**src/lmc_pkg.sv**
```systemverilog
// lmc_pkg: constants of the logger mission configuration block.
// assumes a 200 MHz core clock and byte-wide register access.
package lmc_pkg;
  // ==========================================================
  // register addresses
  localparam logic [9:0] LMC_CFG_FIRST = 10'h200;
  localparam logic [9:0] LMC_CFG_LAST = 10'h213;
  localparam logic [9:0] LMC_ADDR_LOW_TH = 10'h20b;
  localparam logic [9:0] LMC_ADDR_HIGH_TH = 10'h20c;
  localparam logic [9:0] LMC_ADDR_INTERVAL = 10'h20d;
  localparam logic [9:0] LMC_ADDR_CONTROL = 10'h20e;
  localparam logic [9:0] LMC_ADDR_FORCED = 10'h211;
  localparam logic [9:0] LMC_ADDR_DELAY_LO = 10'h212;
  localparam logic [9:0] LMC_ADDR_DELAY_HI = 10'h213;
  localparam logic [9:0] LMC_ADDR_STATUS = 10'h214;
  // ==========================================================
  // control and status bit positions
  localparam int LMC_CTL_OSC_STOP = 7;
  localparam int LMC_CTL_CLEAR_ARM = 6;
  localparam int LMC_CTL_NOFUNC = 5;
  localparam int LMC_CTL_MISSION_EN_N = 4;
  localparam int LMC_CTL_LOG_WRAP = 3;
  localparam int LMC_CTL_LOW_SEARCH = 2;
  localparam int LMC_CTL_HIGH_SEARCH = 1;
  localparam int LMC_CTL_ALARM_SEARCH = 0;
  localparam int LMC_ST_MEM_CLEARED = 6;
  localparam int LMC_ST_MISSION = 5;
  localparam int LMC_ST_LOW = 2;
  localparam int LMC_ST_HIGH = 1;
  localparam int LMC_ST_TIMER = 0;
  // ==========================================================
  // reset values and codes
  localparam logic [7:0] LMC_CTL_RESET = 8'h00;
  localparam logic [7:0] LMC_CODE_UNDER = 8'h00;
  localparam logic [7:0] LMC_CODE_OVER = 8'hff;
  localparam logic [7:0] LMC_CODE_MIN_VALID = 8'h01;
  localparam logic [7:0] LMC_CODE_MAX_VALID = 8'hfe;
  // code = eighths of a degree plus this offset (variant dependent)
  localparam int LMC_CODE_OFFSET_H = -116;
  localparam int LMC_CODE_OFFSET_Z = 44;
  // ==========================================================
  // timing: one minute tick from the core clock
  localparam longint unsigned LMC_CLK_HZ = 64'd200_000_000;
  localparam longint unsigned LMC_MINUTE_S = 64'd60;
  localparam longint unsigned LMC_MINUTE_CYCLES = LMC_MINUTE_S * LMC_CLK_HZ;
  typedef enum logic [1:0] {LMC_IDLE, LMC_DELAY, LMC_SAMPLE} lmc_phase_t;
endpackage

```
**src/lmc_core_if.sv**
```systemverilog
// lmc_core_if: signals shared between the top and its helpers.
// assumes all parties run on the one core clock.
`timescale 1ns/1ps
interface lmc_core_if;
  logic osc_run;
  logic minute_tick;
  logic signed [11:0] raw_eighths;
  logic [7:0] code;
  logic [7:0] low_th;
  logic [7:0] high_th;
  logic low_hit;
  logic high_hit;
  modport top (output osc_run, input minute_tick, output raw_eighths,
    input code, output low_th, output high_th, input low_hit, input high_hit);
  modport ticker (input osc_run, output minute_tick);
  modport coder (input raw_eighths, output code, input low_th, input high_th,
    output low_hit, output high_hit);
endinterface

```
**src/lmc_minute_tick.sv**
```systemverilog
// lmc_minute_tick: one-cycle minute enable from the core clock.
// assumes osc_run low freezes time, as a stopped oscillator would.
`timescale 1ns/1ps
module lmc_minute_tick import lmc_pkg::*; #(
  parameter longint unsigned TICK_CYCLES = LMC_MINUTE_CYCLES
) (
  // clock and reset
  input wire logic clk_i,
  input wire logic nrst_i,
  // core side
  lmc_core_if.ticker core
);
  logic [39:0] cnt_q;

  always_ff @(posedge clk_i or negedge nrst_i) begin
    if (!nrst_i) begin
      cnt_q <= '0;
      core.minute_tick <= 1'b0;
    end else if (!core.osc_run) begin
      core.minute_tick <= 1'b0;
    end else if (cnt_q == 40'(TICK_CYCLES - 1)) begin
      cnt_q <= '0;
      core.minute_tick <= 1'b1;
    end else begin
      cnt_q <= cnt_q + 40'h1;
      core.minute_tick <= 1'b0;
    end
  end
endmodule

```
**src/lmc_temp_coder.sv**
```systemverilog
// lmc_temp_coder: raw eighths of a degree to the one-byte code.
// assumes the raw reading is already a signed count of 1/8 degree.
`timescale 1ns/1ps
module lmc_temp_coder import lmc_pkg::*; #(
  parameter int CODE_OFFSET = LMC_CODE_OFFSET_H
) (
  lmc_core_if.coder core
);
  logic signed [13:0] sum;

  always_comb begin
    sum = 14'(core.raw_eighths) + 14'(CODE_OFFSET);
    // 00 and ff are reserved for out-of-range
    if (sum < $signed(14'(LMC_CODE_MIN_VALID))) begin
      core.code = LMC_CODE_UNDER;
    end else if (sum > $signed(14'(LMC_CODE_MAX_VALID))) begin
      core.code = LMC_CODE_OVER;
    end else begin
      core.code = sum[7:0];
    end
    core.low_hit = core.code <= core.low_th;
    core.high_hit = core.code >= core.high_th;
  end
endmodule

```
**src/lmc_mission_cfg.sv**
```systemverilog
// lmc_mission_cfg: mission configuration registers and sequencing.
// assumes writes arrive already committed from the scratchpad copy,
// one byte per cycle, and that conversions report back with conv_valid_i.
// Contract
// - temperature is one unsigned byte code; 01h..FEh are valid readings.
// - below range records 00h, above range records FFh.
// - one code step is 1/8 degree, linear with variant offset.
// - log and forced-conversion readout use the same encoding.
// - low and high thresholds are byte codes at their own addresses.
// - sample interval is minutes between conversions, 1 to 255.
// - nonzero interval write starts mission if memory cleared and enable low.
// - first control write in mission ends it unchanged; later writes update.
// - control bit 5 always reads zero and cannot be set.
// - control bit 7 high stops oscillator, entering low-power retention.
// - bit 6 arms clear-memory; clear works only as the next command.
// - clear arm returns to zero at the next memory function command.
// - control bit 4 is active-low mission enable.
// - bit 3 high lets the log wrap and overwrite oldest samples.
// - bit 3 low stops logging when full; mission and histogram continue.
// - bit 2 answers conditional search after a low-threshold hit.
// - bit 1 answers conditional search after a high-threshold hit.
// - bit 0 answers conditional search after an RTC alarm.
// - start delay is a 16-bit minute count, low then high byte.
// - first conversion after delay plus one interval, then interval apart.
// - memory-cleared flag drops when a mission is started.
// - first write into the configuration range in mission ends it.
// - low flag on code at or below low, high flag at or above high.
`timescale 1ns/1ps
module lmc_mission_cfg import lmc_pkg::*; #(
  parameter longint unsigned TICK_CYCLES = LMC_MINUTE_CYCLES,
  parameter int CODE_OFFSET = LMC_CODE_OFFSET_H
) (
  // clock and reset
  input wire logic clk_i,
  input wire logic nrst_i,
  // register write and read
  input wire logic wr_i,
  input wire logic [9:0] wr_addr_i,
  input wire logic [7:0] wr_data_i,
  input wire logic [9:0] rd_addr_i,
  output logic [7:0] rd_data_o,
  // memory function commands
  input wire logic mem_cmd_i,
  input wire logic mem_cmd_clear_i,
  // temperature core and rtc
  input wire logic conv_valid_i,
  input wire logic signed [11:0] conv_raw_i,
  input wire logic rtc_alarm_i,
  input wire logic log_full_i,
  output logic conv_req_o,
  output logic log_store_o,
  output logic hist_update_o,
  output logic [7:0] conv_code_o,
  // mission state and search
  output logic mission_active_o,
  output logic low_power_o,
  output logic search_match_o,
  output logic clear_mem_o
);
  lmc_core_if core ();

  logic [7:0] low_th_q;
  logic [7:0] high_th_q;
  logic [7:0] interval_q;
  logic [7:0] control_q;
  logic [15:0] delay_q;
  logic [7:0] forced_q;
  logic mission_active;
  logic memory_cleared_flag;
  logic low_temp_flag;
  logic high_temp_flag;
  logic timer_alarm_flag;
  lmc_phase_t phase_q;
  logic [15:0] delay_cnt_q;
  logic [7:0] interval_cnt_q;
  logic mission_start;
  logic mission_kill;
  logic cfg_write;
  logic status_write;
  logic cfg_wr_ok;
  logic do_clear;

  // ==========================================================
  // helpers
  lmc_minute_tick #(.TICK_CYCLES(TICK_CYCLES)) i_lmc_minute_tick (
    .clk_i(clk_i),
    .nrst_i(nrst_i),
    .core(core)
  );

  lmc_temp_coder #(.CODE_OFFSET(CODE_OFFSET)) i_lmc_temp_coder (
    .core(core)
  );

  assign core.osc_run = ~control_q[LMC_CTL_OSC_STOP];
  assign core.raw_eighths = conv_raw_i;
  assign core.low_th = low_th_q;
  assign core.high_th = high_th_q;

  // ==========================================================
  // write decode
  function automatic logic in_cfg(input logic [9:0] a);
    return a >= LMC_CFG_FIRST && a <= LMC_CFG_LAST;
  endfunction

  assign cfg_write = wr_i && in_cfg(wr_addr_i);
  assign status_write = wr_i && wr_addr_i == LMC_ADDR_STATUS;
  // in a mission the write only ends it and stores nothing
  assign cfg_wr_ok = cfg_write && !mission_active;
  assign mission_kill = mission_active && (cfg_write ||
    (status_write && !wr_data_i[LMC_ST_MISSION]));
  assign mission_start = cfg_wr_ok && wr_addr_i == LMC_ADDR_INTERVAL &&
    wr_data_i != 8'h00 && memory_cleared_flag &&
    !control_q[LMC_CTL_MISSION_EN_N];
  assign do_clear = mem_cmd_i && mem_cmd_clear_i &&
    control_q[LMC_CTL_CLEAR_ARM] && !mission_active;

  // ==========================================================
  // configuration registers
  always_ff @(posedge clk_i or negedge nrst_i) begin
    if (!nrst_i) begin
      low_th_q <= 8'h00;
      high_th_q <= 8'h00;
    end else if (cfg_wr_ok && wr_addr_i == LMC_ADDR_LOW_TH) begin
      low_th_q <= wr_data_i;
    end else if (cfg_wr_ok && wr_addr_i == LMC_ADDR_HIGH_TH) begin
      high_th_q <= wr_data_i;
    end
  end

  always_ff @(posedge clk_i or negedge nrst_i) begin
    if (!nrst_i) begin
      interval_q <= 8'h00;
      delay_q <= 16'h0000;
    end else if (do_clear) begin
      interval_q <= 8'h00;
      delay_q <= 16'h0000;
    end else if (cfg_wr_ok && wr_addr_i == LMC_ADDR_INTERVAL) begin
      interval_q <= wr_data_i;
    end else if (cfg_wr_ok && wr_addr_i == LMC_ADDR_DELAY_LO) begin
      delay_q[7:0] <= wr_data_i;
    end else if (cfg_wr_ok && wr_addr_i == LMC_ADDR_DELAY_HI) begin
      delay_q[15:8] <= wr_data_i;
    end
  end

  always_ff @(posedge clk_i or negedge nrst_i) begin
    if (!nrst_i) begin
      control_q <= LMC_CTL_RESET;
    end else begin
      if (cfg_wr_ok && wr_addr_i == LMC_ADDR_CONTROL) begin
        control_q <= wr_data_i;
        control_q[LMC_CTL_NOFUNC] <= 1'b0;
      end
      // any memory command consumes the arm, clear or not
      if (mem_cmd_i) begin
        control_q[LMC_CTL_CLEAR_ARM] <= 1'b0;
      end
    end
  end

  // ==========================================================
  // status flags; hardware set wins over software clear
  always_ff @(posedge clk_i or negedge nrst_i) begin
    if (!nrst_i) begin
      mission_active <= 1'b0;
      memory_cleared_flag <= 1'b0;
    end else begin
      if (mission_start) begin
        mission_active <= 1'b1;
      end else if (mission_kill) begin
        mission_active <= 1'b0;
      end
      if (do_clear) begin
        memory_cleared_flag <= 1'b1;
      end else if (mission_start) begin
        memory_cleared_flag <= 1'b0;
      end
    end
  end

  always_ff @(posedge clk_i or negedge nrst_i) begin
    if (!nrst_i) begin
      low_temp_flag <= 1'b0;
      high_temp_flag <= 1'b0;
      timer_alarm_flag <= 1'b0;
    end else begin
      if (conv_valid_i && mission_active && core.low_hit) begin
        low_temp_flag <= 1'b1;
      end else if (status_write && !wr_data_i[LMC_ST_LOW]) begin
        low_temp_flag <= 1'b0;
      end
      if (conv_valid_i && mission_active && core.high_hit) begin
        high_temp_flag <= 1'b1;
      end else if (status_write && !wr_data_i[LMC_ST_HIGH]) begin
        high_temp_flag <= 1'b0;
      end
      if (rtc_alarm_i) begin
        timer_alarm_flag <= 1'b1;
      end else if (status_write && !wr_data_i[LMC_ST_TIMER]) begin
        timer_alarm_flag <= 1'b0;
      end
    end
  end

  // ==========================================================
  // mission timing: delay, then one interval per sample
  always_ff @(posedge clk_i or negedge nrst_i) begin
    if (!nrst_i) begin
      phase_q <= LMC_IDLE;
      delay_cnt_q <= 16'h0000;
      interval_cnt_q <= 8'h00;
      conv_req_o <= 1'b0;
    end else begin
      conv_req_o <= 1'b0;
      if (mission_start) begin
        delay_cnt_q <= delay_q;
        interval_cnt_q <= wr_data_i;
        phase_q <= (delay_q == 16'h0000) ? LMC_SAMPLE : LMC_DELAY;
      end else if (mission_kill) begin
        phase_q <= LMC_IDLE;
      end else if (core.minute_tick) begin
        case (phase_q)
          LMC_DELAY: begin
            delay_cnt_q <= delay_cnt_q - 16'h1;
            if (delay_cnt_q == 16'h1) begin
              phase_q <= LMC_SAMPLE;
            end
          end
          LMC_SAMPLE: begin
            if (interval_cnt_q == 8'h1) begin
              interval_cnt_q <= interval_q;
              conv_req_o <= 1'b1;
            end else begin
              interval_cnt_q <= interval_cnt_q - 8'h1;
            end
          end
          default: begin
            phase_q <= LMC_IDLE;
          end
        endcase
      end
    end
  end

  // ==========================================================
  // conversion results into log, histogram and readout
  always_ff @(posedge clk_i or negedge nrst_i) begin
    if (!nrst_i) begin
      forced_q <= 8'h00;
      conv_code_o <= 8'h00;
      log_store_o <= 1'b0;
      hist_update_o <= 1'b0;
    end else begin
      log_store_o <= 1'b0;
      hist_update_o <= 1'b0;
      if (conv_valid_i) begin
        forced_q <= core.code;
        conv_code_o <= core.code;
        if (mission_active) begin
          hist_update_o <= 1'b1;
          log_store_o <= control_q[LMC_CTL_LOG_WRAP] || !log_full_i;
        end
      end
    end
  end

  // ==========================================================
  // outputs and read mux
  always_ff @(posedge clk_i or negedge nrst_i) begin
    if (!nrst_i) begin
      mission_active_o <= 1'b0;
      low_power_o <= 1'b0;
      search_match_o <= 1'b0;
      clear_mem_o <= 1'b0;
    end else begin
      mission_active_o <= mission_active;
      low_power_o <= control_q[LMC_CTL_OSC_STOP];
      search_match_o <= (control_q[LMC_CTL_LOW_SEARCH] && low_temp_flag) ||
        (control_q[LMC_CTL_HIGH_SEARCH] && high_temp_flag) ||
        (control_q[LMC_CTL_ALARM_SEARCH] && timer_alarm_flag);
      clear_mem_o <= do_clear;
    end
  end

  always_ff @(posedge clk_i or negedge nrst_i) begin
    if (!nrst_i) begin
      rd_data_o <= 8'h00;
    end else begin
      case (rd_addr_i)
        LMC_ADDR_LOW_TH: rd_data_o <= low_th_q;
        LMC_ADDR_HIGH_TH: rd_data_o <= high_th_q;
        LMC_ADDR_INTERVAL: rd_data_o <= interval_q;
        LMC_ADDR_CONTROL: rd_data_o <= control_q;
        LMC_ADDR_FORCED: rd_data_o <= forced_q;
        LMC_ADDR_DELAY_LO: rd_data_o <= delay_q[7:0];
        LMC_ADDR_DELAY_HI: rd_data_o <= delay_q[15:8];
        LMC_ADDR_STATUS: rd_data_o <= {1'b1, memory_cleared_flag, mission_active,
          2'b00, low_temp_flag, high_temp_flag, timer_alarm_flag};
        default: rd_data_o <= 8'h00;
      endcase
    end
  end

  // ==========================================================
  // checks
  // reference sum kept apart from the coder's arithmetic
  logic signed [31:0] ref_sum;
  assign ref_sum = 32'(conv_raw_i) + 32'(CODE_OFFSET);

  property p_code_range;
    @(posedge clk_i) disable iff (!nrst_i)
    conv_valid_i |=> conv_code_o == (($past(ref_sum) < $signed(32'(LMC_CODE_MIN_VALID))) ?
      LMC_CODE_UNDER : (($past(ref_sum) > $signed(32'(LMC_CODE_MAX_VALID))) ?
      LMC_CODE_OVER : 8'($past(ref_sum))));
  endproperty
  a_code_range: assert property (p_code_range) else $error("code out of encoding");

  property p_start;
    @(posedge clk_i) disable iff (!nrst_i)
    mission_start |=> mission_active && !memory_cleared_flag ##1 mission_active_o;
  endproperty
  a_start: assert property (p_start) else $error("mission did not start");

  property p_ctl_keep;
    @(posedge clk_i) disable iff (!nrst_i)
    (mission_active && wr_i && wr_addr_i == LMC_ADDR_CONTROL) |=>
      control_q == $past(control_q) && !mission_active;
  endproperty
  a_ctl_keep: assert property (p_ctl_keep) else $error("control changed at kill");

  property p_bit5;
    @(posedge clk_i) disable iff (!nrst_i)
    !control_q[LMC_CTL_NOFUNC];
  endproperty
  a_bit5: assert property (p_bit5) else $error("control bit 5 set");

  property p_osc;
    @(posedge clk_i) disable iff (!nrst_i)
    control_q[LMC_CTL_OSC_STOP] [*2] |-> !core.minute_tick ##1 low_power_o;
  endproperty
  a_osc: assert property (p_osc) else $error("tick while stopped");

  property p_arm;
    @(posedge clk_i) disable iff (!nrst_i)
    mem_cmd_i |=> !control_q[LMC_CTL_CLEAR_ARM];
  endproperty
  a_arm: assert property (p_arm) else $error("clear arm kept");

  property p_nowrap;
    @(posedge clk_i) disable iff (!nrst_i)
    (conv_valid_i && mission_active && log_full_i && !control_q[LMC_CTL_LOG_WRAP])
      |=> !log_store_o && hist_update_o;
  endproperty
  a_nowrap: assert property (p_nowrap) else $error("stored into full log");

  property p_low_flag;
    @(posedge clk_i) disable iff (!nrst_i)
    (conv_valid_i && mission_active && core.code <= low_th_q) |=> low_temp_flag;
  endproperty
  a_low_flag: assert property (p_low_flag) else $error("low flag missed");

  property p_kill;
    @(posedge clk_i) disable iff (!nrst_i)
    (mission_active && cfg_write) |=> !mission_active ##1 !mission_active_o;
  endproperty
  a_kill: assert property (p_kill) else $error("mission kept after write");
endmodule

```
**config.mk**
```make
export PLATFORM = sky130hd
export DESIGN_NAME = lmc_mission_cfg
export DESIGN_NICKNAME = d
export VERILOG_FILES = /design/src/lmc_pkg.sv /design/src/lmc_core_if.sv /design/src/lmc_minute_tick.sv /design/src/lmc_temp_coder.sv /design/src/lmc_mission_cfg.sv
export SDC_FILE = /design/constraint.sdc
export NUM_CORES = 1
export LEC_CHECK = 0
export ABC_AREA = 1
export BUFFER_PORTS_ARGS = -buffer_cell sky130_fd_sc_hd__buf_4
export CORE_ASPECT_RATIO = 0.7
export CORE_MARGIN = 8
export CORE_UTILIZATION = 50
export CTS_CLUSTER_DIAMETER = 40
export DETAILED_ROUTE_END_ITERATION = 8
export PLACE_DENSITY_LB_ADDON = 0.3
export SLEW_MARGIN = 25
export SYNTH_ARGS = -nofsm -noshare
export SYNTH_HDL_FRONTEND = slang
export SYNTH_SLANG_ARGS = --single-unit
```
**constraint.sdc**
```tcl
create_clock -name clk_i -period 5.3 [get_ports clk_i]
set_clock_uncertainty 0.05 [all_clocks]
set_input_delay 0.265 -clock clk_i [delete_from_list [all_inputs] [get_ports clk_i]]
set_output_delay 0.265 -clock clk_i [all_outputs]
set_load 0.01 [all_outputs]
```
* Word-level counts from Yosys, hierarchy flattened
Cells that the tools add are included.
** Word-level totals
- Flip-flop bits (word level) :: 142
- Input port bits :: 48
- Output and inout port bits :: 23
- Logic and storage cells :: 170
** Cells by class
- $add $sub $neg :: 4
- Magnitude comparators :: 6
- Equal/unequal tests :: 25
- Multiplexer cells :: 49
- Bitwise gates (word level) :: 1
- Reduce and logical (&&, ||, !) cells :: 59
** Operators with widths (number)
- $eq A10 B10 Y1 const B :: 15
- $mux W16 :: 6
- $mux W8 :: 12
- $pmux W8 S8 :: 1
- $add A40 B1 Y40 const B :: 1
- $eq A40 B34 Y1 const B :: 1
- $mux W40 :: 1
- $logic_and A1 B1 Y1 :: 27
- $reduce_bool A2 Y1 :: 12
- $mux W1 :: 22
- $eq A16 B1 Y1 const B :: 1
- $logic_not A16 Y1 :: 1
- $sub A16 B1 Y16 const B :: 1
- $gt A14 B9 Y1 const B :: 1
- $lt A14 B2 Y1 const B :: 1
- $add A12 B8 Y13 const B :: 1
- $reduce_and A3 Y1 :: 4
- $ge A10 B10 Y1 const B :: 1
- $le A10 B10 Y1 const B :: 1
- $mux W2 :: 5
- $eq A8 B1 Y1 const B :: 1
- $ge A8 B8 Y1 :: 1
- $le A8 B8 Y1 :: 1
- $reduce_bool A8 Y1 :: 1
- 13 further kinds :: 25

* Logic depth before layout (Yosys ltp)
- Depth in word-level cells :: 10
- Gate-level depth with buffers :: 23
- Mapped depth without buffers :: 23

* Cells and area by module
Synthesis repeated with hierarchy kept, for this count alone.
** Second synthesis, totals
- Cells, all modules :: 1280
- Area, all modules :: 9098.7 sq um
** By module, submodules not included
- lmc_mission_cfg :: times used 1, cells each 718, area each 5445.2 sq um, sequential area each 2527.4 sq um
- lmc_minute_tick :: times used 1, cells each 412, area each 2810.2 sq um, sequential area each 1026.0 sq um
- lmc_temp_coder :: times used 1, cells each 150, area each 843.3 sq um, sequential area each 0.0 sq um

* Worst setup path before layout
OpenSTA, ideal clock, no wires.
- Path kind :: input port to flip-flop
- From :: input conv_raw_i[3]
- To :: register high_temp_flag
- Setup time :: 123 ps
- Arrival time :: 2396 ps
- Required time :: 5127 ps
- Slack :: 2731 ps
- Stages on the path :: 20
- Path buffers :: 0
- Cell sequence :: inv_1 ha_1 inv_1 nand4_2 a21oi_1 nand2_1 inv_1 nand2_1 nor2_1 nand2_1 o21ai_0 ha_1 inv_1 nand2_1 a21oi_1 o21ai_0 nand3_1 a21oi_1 o21ai_0 nand2_1
** Between the ends
- Word-level cells in the longest chain between the ends :: 7
- Elaborated cells between the ends (all ways) :: 9
- Classes of those cells :: add/sub (1); order compare (3); mux (3); reduce/logical (2)
** RTL lines
- start, declared :: RTL line lmc_mission_cfg.sv:47 : input wire logic signed [11:0] conv_raw_i,
- $add A12 B8 Y13 * :: RTL line lmc_temp_coder.sv:12 : sum = 14'(core.raw_eighths) + 14'(CODE_OFFSET);
- $gt A14 B9 Y1 :: RTL line lmc_temp_coder.sv:16 : end else if (sum > $signed(14'(LMC_CODE_MAX_VALID))) begin
- $mux W8 :: RTL line lmc_temp_coder.sv:16
- $mux W8 * :: RTL line lmc_temp_coder.sv:14 : if (sum < $signed(14'(LMC_CODE_MIN_VALID))) begin
- $ge A8 B8 Y1 * :: RTL line lmc_temp_coder.sv:22 : core.high_hit = core.code >= core.high_th;
- $logic_and A1 B1 Y1 * :: RTL line lmc_mission_cfg.sv:193 : if (conv_valid_i && mission_active && core.high_hit) begin
- $mux W1 / $reduce_bool A2 Y1 (equally long branches)
- end signal, assigned :: RTL line lmc_mission_cfg.sv:185 : high_temp_flag <= 1'b0;
- end signal, assigned :: RTL line lmc_mission_cfg.sv:194 : high_temp_flag <= 1'b1;
- end signal, assigned :: RTL line lmc_mission_cfg.sv:196 : high_temp_flag <= 1'b0;
- end, declared :: RTL line lmc_mission_cfg.sv:71 : logic high_temp_flag;
Mark *: on every way between the ends. The rest lies on a longest branch, timed or not.
A chain may end at the register's enable or synchronous reset.

* Worst setup path after layout
- From :: input conv_raw_i[2]
- To :: register high_temp_flag
The elaborated chain is that of the path after synthesis.

==> run summary <==
Mapped Nets: 1149
Die H: 123.7 um
largest cells by area after synthesis: dfrtp_1 43%, nand2_1 10%, inv_1 7.4%
Tot GR Track Use: 0.2356
met1 WL: 11950 um
CTS root buf: clkbuf_16
Starting Density: 0.5095
CP Launch Type: input port
DR vias: 7799
nature of the critical path endpoint: flop
1st-pass router iterations: 5
Max Freq: 365.2 MHz
highest cell delay on the worst timing path: 0.35 ns
Routed met3 length: 2768 um
post-synth top area cell: dfrtp_1
final core occ: 0.5951
status: complete, no violations
worst r2r path cells: 11
total CTS buffers: 17
total power draw: 2610 uW
Worst Path Required: 5.57 ns
Cell Chain, Critical Path: buf_4 -> inv_1 -> ha_1 -> inv_1 -> nand4_2 -> a21oi_1 -> nand2_1 -> inv_1 -> nand2_1 -> nor2_1 -> nand2_1 -> o21ai_0 -> ha_1 -> inv_1 -> nand2_1 -> a21oi_1 -> o21ai_0 -> nand3_1 -> a21oi_1 -> o21ai_0 -> nand2_1
fin crit share: 0.5167
synthesized area: 8279 um^2
Leak: 0.004655 uW
CP bufs+invs: 5
hold path cells: 3
ys async rst share: 1.000
Post-synth EDFFs: 0
Synth top area share: 0.4292
number of global-route vias before repair: 7254
CTS tree: yes
H-Tree Depth: 4
Mean Syn Cell Area: 7.673 um^2
global-route wire length before repair: 38670 um
CP top delay family: compound AO/OA/AOI/OAI gates
initial antenna violation count: 0
Layout area overhead: 16.79%
Max Cap Viol: 0
WL met2: 9006 um
Via density: 5.599
Critical Path AT: 3.01 ns
cell mode on critical path: nand2_1
fin crit period: 2.739 ns
Pwr Density: 269.9 nW/um^2
Worst-Margin Slew: 0.9240 ns
top sig layer: met4
unrepaired setup endpoints after global routing: false
clock sink count: 142
Cell variety after synth: 55
Chip Width: 169.8 um
final cell count without fillers: 1393
Final #Nets: 1225
Clk Latency, worst-skew pair: 0.44 ns
WHS: 0.08633 ns
pin count of the biggest net entering global routing: 100
RePlAce Congestion: 0.9502
Post-synth top flop: dfrtp_1
setup TNS: 0 ns
GRT Residual Overflow: 0
Slew Viols, Final: 0
Port Buffer Count: 70
Critical Path Stages: 21
wirelength, routed: 23960 um
Mapped Cells: 1079
core region area: 16250 um^2
Avg WL per Cell: 17.20 um
maximum vdd drop: 202.2 uV
clock-pin transition on the worst setup and hold timing paths: 0.07 ns
I/O Pins: 71
layout cell share with drive strength beyond 1: 0.1310
row count: 39
Fillers: 1498
final setup vio count: 0
DR iter-0 viols: 1006
drt drc: 0
kind of critical path: input port to flop
post-DP HPWL: 18290 um
Post-Place Cells: 1357
die area: 21000 um^2
synth warn: 0
worst min-delay path class: input port to flop
ANT nets after route: 0
worst-path cell with the longest stage delay: o21ai_0
post-synthesis sequential area ratio: 0.4292
final hold violation count: 0
Max-slew headroom: 0.3783
number of synthesized register bits: 142
crit path max fanout: 7
clk buf depth: 2
antenna diode count: 0
setup bufs post-CTS: 0
-- worst paths after layout --
check | from | endpoint | slack (ns)
worst max register to register | i_lmc_minute_tick.cnt_q[8]$_DFFE_PN0N_ | i_lmc_minute_tick.cnt_q[35]$_DFFE_PN0N_ | 2.66
min in group asynchronous | nrst_i | forced_q[3]$_DFFE_PN0P_ | 0.44
worst min-delay path | wr_data_i[2] | low_temp_flag$_DFFE_PN0P_ | 0.09
worst max-delay path | conv_raw_i[2] | high_temp_flag$_DFFE_PN0P_ | 2.56
max in group asynchronous | nrst_i | i_lmc_minute_tick.cnt_q[13]$_DFFE_PN0N_ | 3.60
worst min register to register | timer_alarm_flag$_DFFE_PN0P_ | search_match_o$_DFF_PN0_ | 0.43
-- placed cells by master, fill, tap and decap left out, types with 3 or more instances in the layout --
master	instances
nand4_1	32
inv_2	7
nand2_1	227
nor4_1	19
dlygate4sd3_1	4
o21bai_1	3
buf_4	71
inv_6	5
a221oi_1	11
ha_1	22
o221ai_1	3
or4_1	3
nand3_1	50
o21ai_1	3
xnor2_1	8
nor3_1	38
a22o_1	3
nor2_1	96
or2_2	4
a21oi_1	40
o22ai_1	19
nor2_2	10
a211oi_1	5
a31oi_1	5
inv_8	5
o21ai_0	82
clkbuf_16	17
nor2_4	5
inv_1	164
xor2_1	20
dfrtp_1	142
nand2_2	9
o211ai_1	3
-- final cells by class --
type                       count  area, um^2  share of cell area
clock buffer                  17       425.4             0.04400
sequential                   142        3553              0.3675
tap                          225       281.5             0.02911
inverter                     172       645.6             0.06677
timing repair buffer          76       584.3             0.06043
multi-input combinational    746        3986              0.4123
clock inverter                15       192.7             0.01993
-- Yosys cell counts, types with 4 or more instances --
| library cell | instances |
|---|---|
| a211oi_1 | 5 |
| a21oi_1 | 40 |
| a221oi_1 | 11 |
| a31oi_1 | 5 |
| buf_2 | 5 |
| clkbuf_1 | 10 |
| dfrtp_1 | 142 |
| ha_1 | 22 |
| inv_1 | 164 |
| inv_2 | 7 |
| nand2_1 | 227 |
| nand2_2 | 9 |
| nand3_1 | 50 |
| nand4_1 | 32 |
| nor2_1 | 96 |
| nor2_2 | 10 |
| nor2_4 | 5 |
| nor3_1 | 38 |
| nor4_1 | 20 |
| o21ai_0 | 82 |
| o22ai_1 | 19 |
| or2_2 | 4 |
| xnor2_1 | 8 |
| xor2_1 | 20 |
-- layer usage --
layer / vias to the layer above / track usage
met5: - / 0
met4: 0 / 0.05510
met3: 21 / 0.08898
met2: 358 / 0.3040
met1: 3677 / 0.3581
li1: 3743 / -
-- flip-flops by register name (all words and copies together), names as in the netlist, 2 cells and up --
name                     flops
interval_cnt_q               8
interval_q                   8
control_q                    7
core.high_th                 8
i_lmc_minute_tick.cnt_q     40
delay_cnt_q                 16
delay_q                     16
rd_data_o                    8
forced_q                     8
phase_q                      2
core.low_th                  8
-- power by group --
part	switching [uW]	leakage (uW)	internal, uW
clock	541	0.000302	720
sequential	20.3	0.00189	1110
combinational	133	0.00246	84.0
total	694	0.00465	1920
-- timing repair --
item,in CTS,in global routing
resized for setup,0,0
hold buffers,4,0
endpoints found under the hold margin,101,0
-- tightest hold or removal path, delay by kind of cell --
family	cells	cell delay (ns)
AND/OR/NAND/NOR	1	0.06
buffers and inverters	1	0.12
AO/OA/AOI/OAI	1	0.09
-- metrics by stage --
step                setup slack, ns  area (um^2)
floorplan                     2.731         8279
global placement              2.265         9005
detailed placement            2.148         9011
CTS                           2.603         9669
global route                  2.268         9669
finish                        2.561         9669
-- kinds of logic (layout without fill, tap and decap cells) --
| family | count (synthesis) | after routing | share of synthesized area |
|---|---|---|---|
| compound gates | 185 | 185 | 0.1300 |
| xor+xnor | 28 | 28 | 0.02962 |
| fa+ha+maj | 22 | 22 | 0.03325 |
| buf+inv | 191 | 280 | 0.09007 |
| flops | 142 | 142 | 0.4292 |
| simple gates | 511 | 511 | 0.2879 |
No activity file was read; power rests on OpenSTA's default activity.
